$ cat src/rtl/lcd_pkg.sv
// package of constants for the low-power dram command decoder and extended mode register
// assumes: one 40 MHz clock domain, command pins already synchronous to it
package lcd_pkg;
   // ----------------------------------------
   // widths
   // ----------------------------------------
   localparam int ADDR_W = 13;
   localparam int BANK_W = 2;
   localparam int COL_W = 10;
   // ----------------------------------------
   // bank select codes for mode register set
   // ----------------------------------------
   localparam logic [1:0] MRS_SEL_BASE = 2'h0;
   localparam logic [1:0] MRS_SEL_EXT = 2'h2;
   // ----------------------------------------
   // extended mode register fields
   // ----------------------------------------
   localparam int AREA_LSB = 0;
   localparam int AREA_MSB = 2;
   localparam int TEMP_LSB = 3;
   localparam int TEMP_MSB = 4;
   localparam int DRIVE_LSB = 5;
   localparam int DRIVE_MSB = 6;
   localparam int ZERO_LSB = 7;
   localparam int ZERO_MSB = 12;
   localparam int AP_BIT = 10;
   localparam logic [12:0] EXT_MODE_RESET = 13'h0000;
   // ----------------------------------------
   // field encodings
   // ----------------------------------------
   localparam logic [1:0] DRIVE_FULL = 2'h0;
   localparam logic [1:0] DRIVE_HALF = 2'h1;
   localparam logic [1:0] DRIVE_QUARTER = 2'h2;
   localparam logic [2:0] AREA_ALL = 3'h0;
   localparam logic [2:0] AREA_HALF = 3'h1;
   localparam logic [2:0] AREA_BANK0 = 3'h2;
   localparam logic [2:0] AREA_HALF_BANK0 = 3'h5;
   localparam logic [2:0] AREA_QUARTER_BANK0 = 3'h6;
   // one bit per bank plus array fraction of bank zero
   localparam logic [3:0] MASK_ALL = 4'hf;
   localparam logic [3:0] MASK_LOW_BANKS = 4'h3;
   localparam logic [3:0] MASK_BANK0 = 4'h1;
   localparam logic [1:0] FRAC_FULL = 2'h0;
   localparam logic [1:0] FRAC_HALF = 2'h1;
   localparam logic [1:0] FRAC_QUARTER = 2'h2;
   // ----------------------------------------
   // timing
   // ----------------------------------------
   localparam int MRD_CYCLES = 2;
   // ----------------------------------------
   // decoded commands
   // ----------------------------------------
   typedef enum logic [10:0] {
      CMD_NOP = 11'h001,
      CMD_ACT = 11'h002,
      CMD_READ = 11'h004,
      CMD_WRITE = 11'h008,
      CMD_STOP = 11'h010,
      CMD_DPD = 11'h020,
      CMD_PRE = 11'h040,
      CMD_AREF = 11'h080,
      CMD_SREF = 11'h100,
      CMD_MRS = 11'h200,
      CMD_BAD = 11'h400
   } lcd_cmd_t;
endpackage : lcd_pkg

$ cat src/rtl/lcd_cmd_decoder.sv
// command decoder and extended mode register of a low-power ddr dram
// assumes: pins sampled on rising ref_clk, controller keeps its own timing rules
// Notes on behaviour
// - mode register set with bank bits 10 loads the address op-code into extended register
// - extended register holds its value until the next extended write
// - controller drives a7..a12 zero; device ignores a3 and a4
// - bits 6:5 select full, half or quarter drive; 11 reserved
// - bits 4:3 ignored; on-die sensor sets self-refresh period
// - bits 2:0 pick refreshed area: all, two banks, bank 0, half, quarter
// - self refresh covers only the selected area, all banks by default
// - chip select high or nop pattern both mean no operation
// - ras low alone activates a row: bank bits and a0..a12 row
// - cas low reads or writes: a0..a9 column, a10 auto precharge
// - we low alone is burst stop with cke high, deep power-down with cke low
// - ras and we low precharge one bank, or all when a10 high
// - ras and cas low refresh: auto with cke high, self with cke low
// - refresh commands ignore address, bank and data lines
// - mode set bank bits 00 base, 10 extended, others reserved
// - write data element stored only when its byte mask is low
// - all command and address pins sampled on the rising clock edge
// - nop and deselect start nothing and leave running work alone
`timescale 1ns/1ps
`default_nettype none
module lcd_cmd_decoder
   import lcd_pkg::*;
(
   input wire logic ref_clk,
   input wire logic rst,
   input wire logic clkEn,
   input wire logic memClkEn,
   input wire logic chipSelN,
   input wire logic rowStrobeN,
   input wire logic colStrobeN,
   input wire logic writeEnN,
   input wire logic [BANK_W-1:0] bankAddr,
   input wire logic [ADDR_W-1:0] addr,
   input wire logic writeByteMask,
   output logic [10:0] cmdCode,
   output logic cmdValid,
   output logic [BANK_W-1:0] cmdBank,
   output logic [ADDR_W-1:0] rowAddr,
   output logic [COL_W-1:0] colAddr,
   output logic autoPrecharge,
   output logic prechargeAll,
   output logic writeElemEn,
   output logic baseModeLoad,
   output logic [ADDR_W-1:0] baseOpCode,
   output logic [1:0] outputDriveLevel,
   output logic driveReserved,
   output logic [2:0] partialRefreshArea,
   output logic areaReserved,
   output logic [3:0] refreshBankMask,
   output logic [1:0] refreshFraction,
   output logic selfRefreshActive,
   output logic deepPowerDown,
   output logic cmdTooSoon
);
   // ----------------------------------------
   // command decode
   // ----------------------------------------
   lcd_cmd_t cmdNext;
   logic [12:0] extModeReg;
   logic [1:0] mrdCntReg;
   logic [3:0] bankMaskNext;
   logic [1:0] fracNext;

   always_comb begin
      unique case ({chipSelN, rowStrobeN, colStrobeN, writeEnN})
         4'h3: cmdNext = CMD_ACT;
         4'h5: cmdNext = CMD_READ;
         4'h4: cmdNext = CMD_WRITE;
         4'h6: cmdNext = memClkEn ? CMD_STOP : CMD_DPD;
         4'h2: cmdNext = CMD_PRE;
         4'h1: cmdNext = memClkEn ? CMD_AREF : CMD_SREF;
         4'h0: cmdNext = CMD_MRS;
         default: cmdNext = CMD_NOP;
      endcase
      if (!chipSelN && !rowStrobeN && !colStrobeN && !writeEnN
          && bankAddr != MRS_SEL_BASE && bankAddr != MRS_SEL_EXT) begin
         cmdNext = CMD_BAD;
      end
   end

   // decoded command registered once per rising edge; nop leaves address outputs and mode registers alone
   always_ff @(posedge ref_clk or posedge rst) begin
      if (rst) begin
         cmdCode <= CMD_NOP;
         cmdValid <= 1'b0;
      end else if (clkEn) begin
         cmdCode <= cmdNext;
         cmdValid <= (cmdNext != CMD_NOP);
      end
   end

   // address capture per command; refresh leaves the captured address untouched
   always_ff @(posedge ref_clk or posedge rst) begin
      if (rst) begin
         cmdBank <= 2'h0;
         rowAddr <= 13'h0000;
         colAddr <= 10'h000;
         autoPrecharge <= 1'b0;
         prechargeAll <= 1'b0;
      end else if (clkEn) begin
         unique case (cmdNext)
            CMD_ACT: begin
               cmdBank <= bankAddr;
               rowAddr <= addr;
            end
            CMD_READ, CMD_WRITE: begin
               cmdBank <= bankAddr;
               colAddr <= addr[COL_W-1:0];
               autoPrecharge <= addr[AP_BIT];
            end
            CMD_PRE: begin
               prechargeAll <= addr[AP_BIT];
               cmdBank <= addr[AP_BIT] ? 2'h0 : bankAddr;
            end
            default: begin
               // refresh, mode set and nop take nothing from address lines here
            end
         endcase
      end
   end

   // ----------------------------------------
   // write mask
   // ----------------------------------------
   // one element per cycle here; the strobe datapath lives elsewhere
   always_ff @(posedge ref_clk or posedge rst) begin
      if (rst) begin
         writeElemEn <= 1'b0;
      end else if (clkEn) begin
         writeElemEn <= !writeByteMask;
      end
   end

   // ----------------------------------------
   // mode registers
   // ----------------------------------------
   always_ff @(posedge ref_clk or posedge rst) begin
      if (rst) begin
         extModeReg <= EXT_MODE_RESET;
         baseModeLoad <= 1'b0;
         baseOpCode <= 13'h0000;
      end else if (clkEn) begin
         baseModeLoad <= 1'b0;
         if (cmdNext == CMD_MRS && bankAddr == MRS_SEL_EXT) begin
            extModeReg <= addr;
         end
         if (cmdNext == CMD_MRS && bankAddr == MRS_SEL_BASE) begin
            baseModeLoad <= 1'b1;
            baseOpCode <= addr;
         end
      end
   end

   // temp bits 4:3 and upper zero bits are stored but drive nothing
   always_comb begin
      outputDriveLevel = extModeReg[DRIVE_MSB:DRIVE_LSB];
      driveReserved = (extModeReg[DRIVE_MSB:DRIVE_LSB] == 2'h3);
      partialRefreshArea = extModeReg[AREA_MSB:AREA_LSB];
   end

   always_comb begin
      areaReserved = 1'b0;
      bankMaskNext = MASK_ALL;
      fracNext = FRAC_FULL;
      unique case (extModeReg[AREA_MSB:AREA_LSB])
         AREA_ALL: bankMaskNext = MASK_ALL;
         AREA_HALF: bankMaskNext = MASK_LOW_BANKS;
         AREA_BANK0: bankMaskNext = MASK_BANK0;
         AREA_HALF_BANK0: begin
            bankMaskNext = MASK_BANK0;
            fracNext = FRAC_HALF;
         end
         AREA_QUARTER_BANK0: begin
            bankMaskNext = MASK_BANK0;
            fracNext = FRAC_QUARTER;
         end
         default: areaReserved = 1'b1;
      endcase
   end

   // ----------------------------------------
   // power states
   // ----------------------------------------
   // exit is taken as cke going high again; exit timing is outside this block
   always_ff @(posedge ref_clk or posedge rst) begin
      if (rst) begin
         selfRefreshActive <= 1'b0;
         deepPowerDown <= 1'b0;
      end else if (clkEn) begin
         if (cmdNext == CMD_SREF) begin
            selfRefreshActive <= 1'b1;
         end else if (memClkEn) begin
            selfRefreshActive <= 1'b0;
         end
         if (cmdNext == CMD_DPD) begin
            deepPowerDown <= 1'b1;
         end else if (memClkEn) begin
            deepPowerDown <= 1'b0;
         end
      end
   end

   // refresh area shown only while self refresh runs, full array otherwise
   always_ff @(posedge ref_clk or posedge rst) begin
      if (rst) begin
         refreshBankMask <= MASK_ALL;
         refreshFraction <= FRAC_FULL;
      end else if (clkEn) begin
         refreshBankMask <= (cmdNext == CMD_SREF || (selfRefreshActive && !memClkEn))
                            ? bankMaskNext : MASK_ALL;
         refreshFraction <= (cmdNext == CMD_SREF || (selfRefreshActive && !memClkEn))
                            ? fracNext : FRAC_FULL;
      end
   end

   // ----------------------------------------
   // mode-set spacing monitor
   // ----------------------------------------
   // flags a controller slip; the device itself does not refuse the command
   always_ff @(posedge ref_clk or posedge rst) begin
      if (rst) begin
         mrdCntReg <= 2'h0;
         cmdTooSoon <= 1'b0;
      end else if (clkEn) begin
         cmdTooSoon <= (mrdCntReg != 2'h0) && (cmdNext != CMD_NOP);
         // reserved mode sets count too: the controller still owes the gap
         if (cmdNext == CMD_MRS || cmdNext == CMD_BAD) begin
            mrdCntReg <= 2'(MRD_CYCLES - 1);
         end else if (mrdCntReg != 2'h0) begin
            mrdCntReg <= mrdCntReg - 2'h1;
         end
      end
   end

   // ----------------------------------------
   // checks
   // ----------------------------------------
   chk_ext_load: assert property (@(posedge ref_clk) disable iff (rst)
      clkEn && cmdNext == CMD_MRS && bankAddr == MRS_SEL_EXT
      |=> partialRefreshArea == $past(addr[2:0]) && outputDriveLevel == $past(addr[6:5]))
      else $error("extended register not loaded");
   chk_ext_hold: assert property (@(posedge ref_clk) disable iff (rst)
      !(cmdNext == CMD_MRS && bankAddr == MRS_SEL_EXT && clkEn)
      |=> $stable(outputDriveLevel) && $stable(partialRefreshArea))
      else $error("extended register changed without write");
   chk_drive_res: assert property (@(posedge ref_clk) disable iff (rst)
      clkEn && cmdNext == CMD_MRS && bankAddr == MRS_SEL_EXT
      |=> driveReserved == ($past(addr[6:5]) == 2'h3))
      else $error("drive reserved flag wrong");
   chk_sref_area: assert property (@(posedge ref_clk) disable iff (rst)
      clkEn && cmdNext == CMD_SREF && extModeReg[2:0] == AREA_BANK0
      |=> refreshBankMask == MASK_BANK0 && selfRefreshActive)
      else $error("self refresh area wrong");
   chk_nop_idle: assert property (@(posedge ref_clk) disable iff (rst)
      clkEn && chipSelN |=> !cmdValid && cmdCode == CMD_NOP)
      else $error("deselect produced a command");
   chk_act_row: assert property (@(posedge ref_clk) disable iff (rst)
      clkEn && cmdNext == CMD_ACT |=> rowAddr == $past(addr) && cmdBank == $past(bankAddr))
      else $error("activate row wrong");
   chk_read_ap: assert property (@(posedge ref_clk) disable iff (rst)
      clkEn && cmdNext == CMD_READ |=> autoPrecharge == $past(addr[10]) && cmdCode == CMD_READ)
      else $error("read decode wrong");
   chk_pre_all: assert property (@(posedge ref_clk) disable iff (rst)
      clkEn && cmdNext == CMD_PRE && addr[10] |=> prechargeAll)
      else $error("precharge all missed");
   chk_mask_write: assert property (@(posedge ref_clk) disable iff (rst)
      clkEn && writeByteMask |=> !writeElemEn)
      else $error("masked element written");
   chk_mrd_gap: assert property (@(posedge ref_clk) disable iff (rst)
      (clkEn && cmdNext == CMD_MRS) ##1 (clkEn && cmdNext == CMD_ACT) |=> cmdTooSoon)
      else $error("early command not flagged");

   // ----------------------------------------
   // pin-level checks
   // ----------------------------------------
   // raw pins, not cmdNext (except chk_soon_clear), so a slip in the decode table cannot hide behind itself
   logic [3:0] cmdPins;
   assign cmdPins = {chipSelN, rowStrobeN, colStrobeN, writeEnN};
   chk_pin_act: assert property (@(posedge ref_clk) disable iff (rst)
      clkEn && cmdPins == 4'h3 |=> cmdCode == CMD_ACT && cmdValid)
      else $error("activate pins not decoded");
   chk_pin_read: assert property (@(posedge ref_clk) disable iff (rst)
      clkEn && cmdPins == 4'h5
      |=> cmdCode == CMD_READ && colAddr == $past(addr[9:0]) && cmdBank == $past(bankAddr))
      else $error("read pins not decoded");
   chk_pin_write: assert property (@(posedge ref_clk) disable iff (rst)
      clkEn && cmdPins == 4'h4
      |=> cmdCode == CMD_WRITE && colAddr == $past(addr[9:0]) && autoPrecharge == $past(addr[10]))
      else $error("write pins not decoded");
   chk_pin_stop: assert property (@(posedge ref_clk) disable iff (rst)
      clkEn && cmdPins == 4'h6 && memClkEn |=> cmdCode == CMD_STOP && !deepPowerDown)
      else $error("burst stop not decoded");
   chk_pin_dpd: assert property (@(posedge ref_clk) disable iff (rst)
      clkEn && cmdPins == 4'h6 && !memClkEn |=> cmdCode == CMD_DPD && deepPowerDown)
      else $error("deep power-down not entered");
   chk_pin_pre: assert property (@(posedge ref_clk) disable iff (rst)
      clkEn && cmdPins == 4'h2 && !addr[10]
      |=> cmdCode == CMD_PRE && !prechargeAll && cmdBank == $past(bankAddr))
      else $error("single bank precharge wrong");
   chk_pin_aref: assert property (@(posedge ref_clk) disable iff (rst)
      clkEn && cmdPins == 4'h1 && memClkEn
      |=> cmdCode == CMD_AREF && !selfRefreshActive && $stable(rowAddr) && $stable(cmdBank))
      else $error("auto refresh wrong");
   chk_pin_sref: assert property (@(posedge ref_clk) disable iff (rst)
      clkEn && cmdPins == 4'h1 && !memClkEn
      |=> cmdCode == CMD_SREF && selfRefreshActive && $stable(rowAddr) && $stable(cmdBank))
      else $error("self refresh entry wrong");
   chk_sref_quarter: assert property (@(posedge ref_clk) disable iff (rst)
      clkEn && cmdPins == 4'h1 && !memClkEn && partialRefreshArea == AREA_QUARTER_BANK0
      |=> refreshBankMask == MASK_BANK0 && refreshFraction == FRAC_QUARTER)
      else $error("quarter bank area wrong");
   chk_bad_mode: assert property (@(posedge ref_clk) disable iff (rst)
      clkEn && cmdPins == 4'h0 && bankAddr[0]
      |=> cmdCode == CMD_BAD && !baseModeLoad && $stable(outputDriveLevel) && $stable(partialRefreshArea))
      else $error("reserved mode set loaded");
   chk_base_load: assert property (@(posedge ref_clk) disable iff (rst)
      clkEn && cmdPins == 4'h0 && bankAddr == MRS_SEL_BASE |=> baseModeLoad && baseOpCode == $past(addr))
      else $error("base op-code not captured");
   chk_nop_pattern: assert property (@(posedge ref_clk) disable iff (rst)
      clkEn && cmdPins == 4'h7 |=> !cmdValid && cmdCode == CMD_NOP)
      else $error("nop produced a command");
   chk_cmd_valid: assert property (@(posedge ref_clk) disable iff (rst)
      clkEn && !chipSelN && cmdPins != 4'h7 |=> cmdValid)
      else $error("command not marked valid");
   chk_power_exit: assert property (@(posedge ref_clk) disable iff (rst)
      clkEn && memClkEn
      |=> !selfRefreshActive && !deepPowerDown && refreshBankMask == MASK_ALL && refreshFraction == FRAC_FULL)
      else $error("power state kept with cke high");
   chk_elem_en: assert property (@(posedge ref_clk) disable iff (rst)
      clkEn && !writeByteMask |=> writeElemEn)
      else $error("unmasked element dropped");
   chk_soon_clear: assert property (@(posedge ref_clk) disable iff (rst)
      clkEn && cmdNext == CMD_NOP |=> !cmdTooSoon)
      else $error("nop flagged as early");

   cov_ext_write: cover property (@(posedge ref_clk) disable iff (rst)
      clkEn && cmdNext == CMD_MRS && bankAddr == MRS_SEL_EXT);
   cov_self_ref: cover property (@(posedge ref_clk) disable iff (rst) selfRefreshActive);
   cov_act_read: cover property (@(posedge ref_clk) disable iff (rst)
      cmdCode == CMD_ACT ##[1:4] cmdCode == CMD_READ);
   cov_deep_pd: cover property (@(posedge ref_clk) disable iff (rst) deepPowerDown);
   cov_bad_mode: cover property (@(posedge ref_clk) disable iff (rst) cmdCode == CMD_BAD);
endmodule : lcd_cmd_decoder
`default_nettype wire

$ cat config.mk
export PLATFORM = sky130hd
export DESIGN_NAME = lcd_cmd_decoder
export DESIGN_NICKNAME = d
export VERILOG_FILES = /design/src/rtl/lcd_pkg.sv /design/src/rtl/lcd_cmd_decoder.sv
export SDC_FILE = /design/constraint.sdc
export NUM_CORES = 1
export LEC_CHECK = 0
export BUFFER_PORTS_ARGS = -buffer_cell sky130_fd_sc_hd__buf_2
export CAP_MARGIN = 25
export CORE_MARGIN = 2
export CORE_UTILIZATION = 50
export DETAILED_ROUTE_END_ITERATION = 10
export GPL_ROUTABILITY_DRIVEN = 0
export PLACE_DENSITY = 0.77
export SLEW_MARGIN = 20
export SYNTH_ARGS = -nofsm -noshare
export SYNTH_HDL_FRONTEND = slang
export SYNTH_SLANG_ARGS = --single-unit
export TNS_END_PERCENT = 5
$ cat constraint.sdc
create_clock -name ref_clk -period 2.4 [get_ports ref_clk]
set_clock_uncertainty 0.05 [all_clocks]
set_input_delay 0.48 -clock ref_clk [delete_from_list [all_inputs] [get_ports ref_clk]]
set_output_delay 0.48 -clock ref_clk [all_outputs]
set_load 0.02 [all_outputs]
==> run metrics <==
crit path max fanout=7; crit end category=flop; adder-cell share of the synthesized area=0.00443; predominant post-synthesis flop cell=dfrtp_1; Tot GR Track Use=0.198; Hold Path Cell Cnt=2; Final #Nets=327; WP data arrival=1.97 ns; worst min-delay path category=input port to flop; root buffer cell=clkbuf_8; Post-Syn Area per Cell=13.8 um^2; Seq cells post-synth=68; yosys warns=0; Crit path required time=roughly 2.6 ns; gr ovfl total=0; largest net degree at the start of global routing=63; CP cell instances=buf_2 > or3_4 > or4b_1 > mux2_2; Initial Util=0.516; syn_nets=~230; post-synthesis mux area share=0.184; simple-gate share of the synthesized area=0.0625; RSZ-0062 raised after global routing=no; vias per cell=just over 5; Post-CTS Setup Inserts=0; Worst Reg-to-Reg Cells=5; Pre-antenna DRT Iters=4; Synth top area share=0.576; Vert. Die Dim=79.1 um; kind of critical path=input port to flop; DR WL/cell=roughly 15 um; Synth Instances=between 200 and 250; crit-path max cell delay=0.62 ns; Pins Over Slew Limit=0; clk sinks=68; P_leak=0.00181 uW; layout cells sized above 1=0.541; post-detail-place hpwl=4220 um; Netlist cell types=45; clock transition at the registers of the reported paths=approximately 0.070 ns; ys async rst share=1.00; Slowest-stage cell, CP=or4b_1; min Tclk post-route=1.81 ns; Detailed Route WL=5860 um; Reg-to-Reg Start=mrdCntReg[0]; port bufs=92; dpl ws=0.248 ns; CTS HTree Levels=3; dominant cell type by area after synthesis=dfrtp_1; xor/xnor share of the synthesized area=0.00621; DR iter-0 viols=95; hold path endpoint=writeElemEn; Floorplan Core Area=between 0.005 and 0.006 mm^2; Worst-Skew Late Latency=0.32 ns; full die area=0.00626 mm^2; Synth area leaders=dfrtp_1 58%, mux2_2 14%, mux2_4 4.8%, dfstp_2 2.8%, inv_1 1.9%; setup slack, reg-to-reg=~1.1 ns; maximum clock rate=552 MHz; CTS tree=done; vias in the first global route=~1900; I/O Pins=94; worst flop-to-flop path endpoint=mrdCntReg[1]; CTS max path bufs=2; TNS Setup=0 ns; sequential fraction of the synthesis area=0.604; Synth Area in Compound Gates=0.0856; final-report setup violation count=0; post-route antenna net violation count=0; Top Family by Delay on Critical Path=simple AND/OR/NAND/NOR gates; Die X=79.1 um; VDD IR max=592 uV; Mapped Area=between 0.002 and 0.003 mm^2; global-route wire length before repair=9410 um; EDFF count, synth=0; final hold vios=0; Worst Hold Launch=writeByteMask; # rows=27; Startpoint Class=input port; maxcap violations=0; CP Buf/Inv Count=1; largest family of logic cells by synthesized area=multiplexers; vias after detailed routing=1908; worst setup margin=0.590 ns; initial antenna violation count=0; TritonCTS Buffers=9; Power Density=roughly 850 mW/mm^2; period utilization=0.754; outcome=finished clean; Remaining DRCs=0; Area Overhead vs Synth=25.4%; Antenna diodes=0
-- worst reg2reg max path: stages, from the launching register on --
cell and delay [ns]:
dfrtp_1 0.35, inv_1 0.05, ha_1 0.21, nor2b_1 0.23
nor2_1 0.07, a211oi_1 0.22
-- how the worst max path moves through the flow --
stage | start | endpoint | slack, ns | cells after the start
final | writeEnN | extModeReg[6] | 0.59 | 4
after global routing | extModeReg[0] | areaReserved | 0.54 | 4
after CTS | writeEnN | extModeReg[2] | 0.60 | 4
after detailed placement | writeEnN | extModeReg[2] | 0.25 | 4
after global placement | writeEnN | baseOpCode[6] | 0.28 | 4
after floorplan | rst | autoPrecharge | 0.16 | 1
-- what timing repair did --
item / in CTS / in global routing
endpoints found under the hold margin: 6 / 0
gates resized for setup: 0 / 0
hold buffers: 1 / 0
-- logic make-up (layout without fill, tap and decap cells) --
| family | count (synthesis) | count (layout) |
|---|---|---|
| compound gates | 32 | 32 |
| xor+xnor | 2 | 2 |
| fa+ha+maj | 1 | 1 |
| buf+inv | 27 | 130 |
| flops | 68 | 68 |
| mux | 43 | 43 |
| other cells | 1 | 1 |
| simple gates | 30 | 30 |
-- routing by layer --
metal  vias to the layer above  global-route usage  wire length [um]  part of all wire
met3                        11              0.0352               248             0.042
met5                         -                   0                 0                 0
met4                         0              0.0948               129             0.022
li1                        908                   -                 -                 -
met1                       930               0.274              2720              0.46
met2                        59               0.303              2760              0.47
-- cell usage in the layout, fill, tap and decap left out, drive strengths merged, types with 2 or more instances in the layout --
master,n
clkbuf,11
nor2b,2
a21oi,3
xnor2,2
inv,14
nor2,7
dfstp,3
nand2b,4
o2bb2ai,4
dfrtp,65
mux2,43
a22o,3
nand3,2
nand2,6
a32o,2
o32ai,4
buf,98
clkinv,4
o21ai,7
-- synth_stat cells (3+ instances only) --
cell type	count
nand2b_1	4
mux2_2	34
dfrtp_1	65
o2bb2ai_1	4
o21ai_0	7
clkbuf_1	4
a21oi_1	3
mux2_4	9
o32ai_1	4
nand2_1	6
inv_1	14
dfstp_2	3
nor2_1	6
buf_4	3
-- layout make-up --
class / instances / area, um^2
Tap cell: 72 / 90.1
Inverter: 15 / 56.3
Sequential cell: 68 / 1710
Clock buffer: 11 / 131
Fill cell: 438 / 1930
Timing Repair Buffer: 99 / 528
Clock inverter: 5 / 52.6
Multi-Input combinational cell: 109 / 975
-- where the power goes --
group          total (uW)  leakage, uW  switching, uW  internal (uW)
combinational         718     0.000855            418            300
sequential           1420     0.000866           98.9           1320
clock                 876    0.0000931            401            475
-- sequential cells by signal, indices dropped and copies added (netlist names), 2 cells and up --
| signal | count |
|---|---|
| colAddr | 10 |
| mrdCntReg | 2 |
| refreshBankMask | 2 |
| refreshFraction | 2 |
| baseOpCode | 13 |
| extModeReg | 5 |
| cmdBank | 2 |
| cmdCode | 11 |
| rowAddr | 13 |
-- through the flow --
stage                      util  instances  hold slack [ns]  total power [uW]  instance area, um^2
after floorplan               -        204            0.440              1900                 2820
after global placement    0.611        362            0.334              2140                 3340
after detailed placement  0.611        362            0.336              2170                 3340
after CTS                 0.647        379            0.261              3040                 3540
after global routing      0.647        379            0.274              3170                 3540
final                     0.647        379            0.278              3020                 3540
Power figures use the tool's default switching activity.
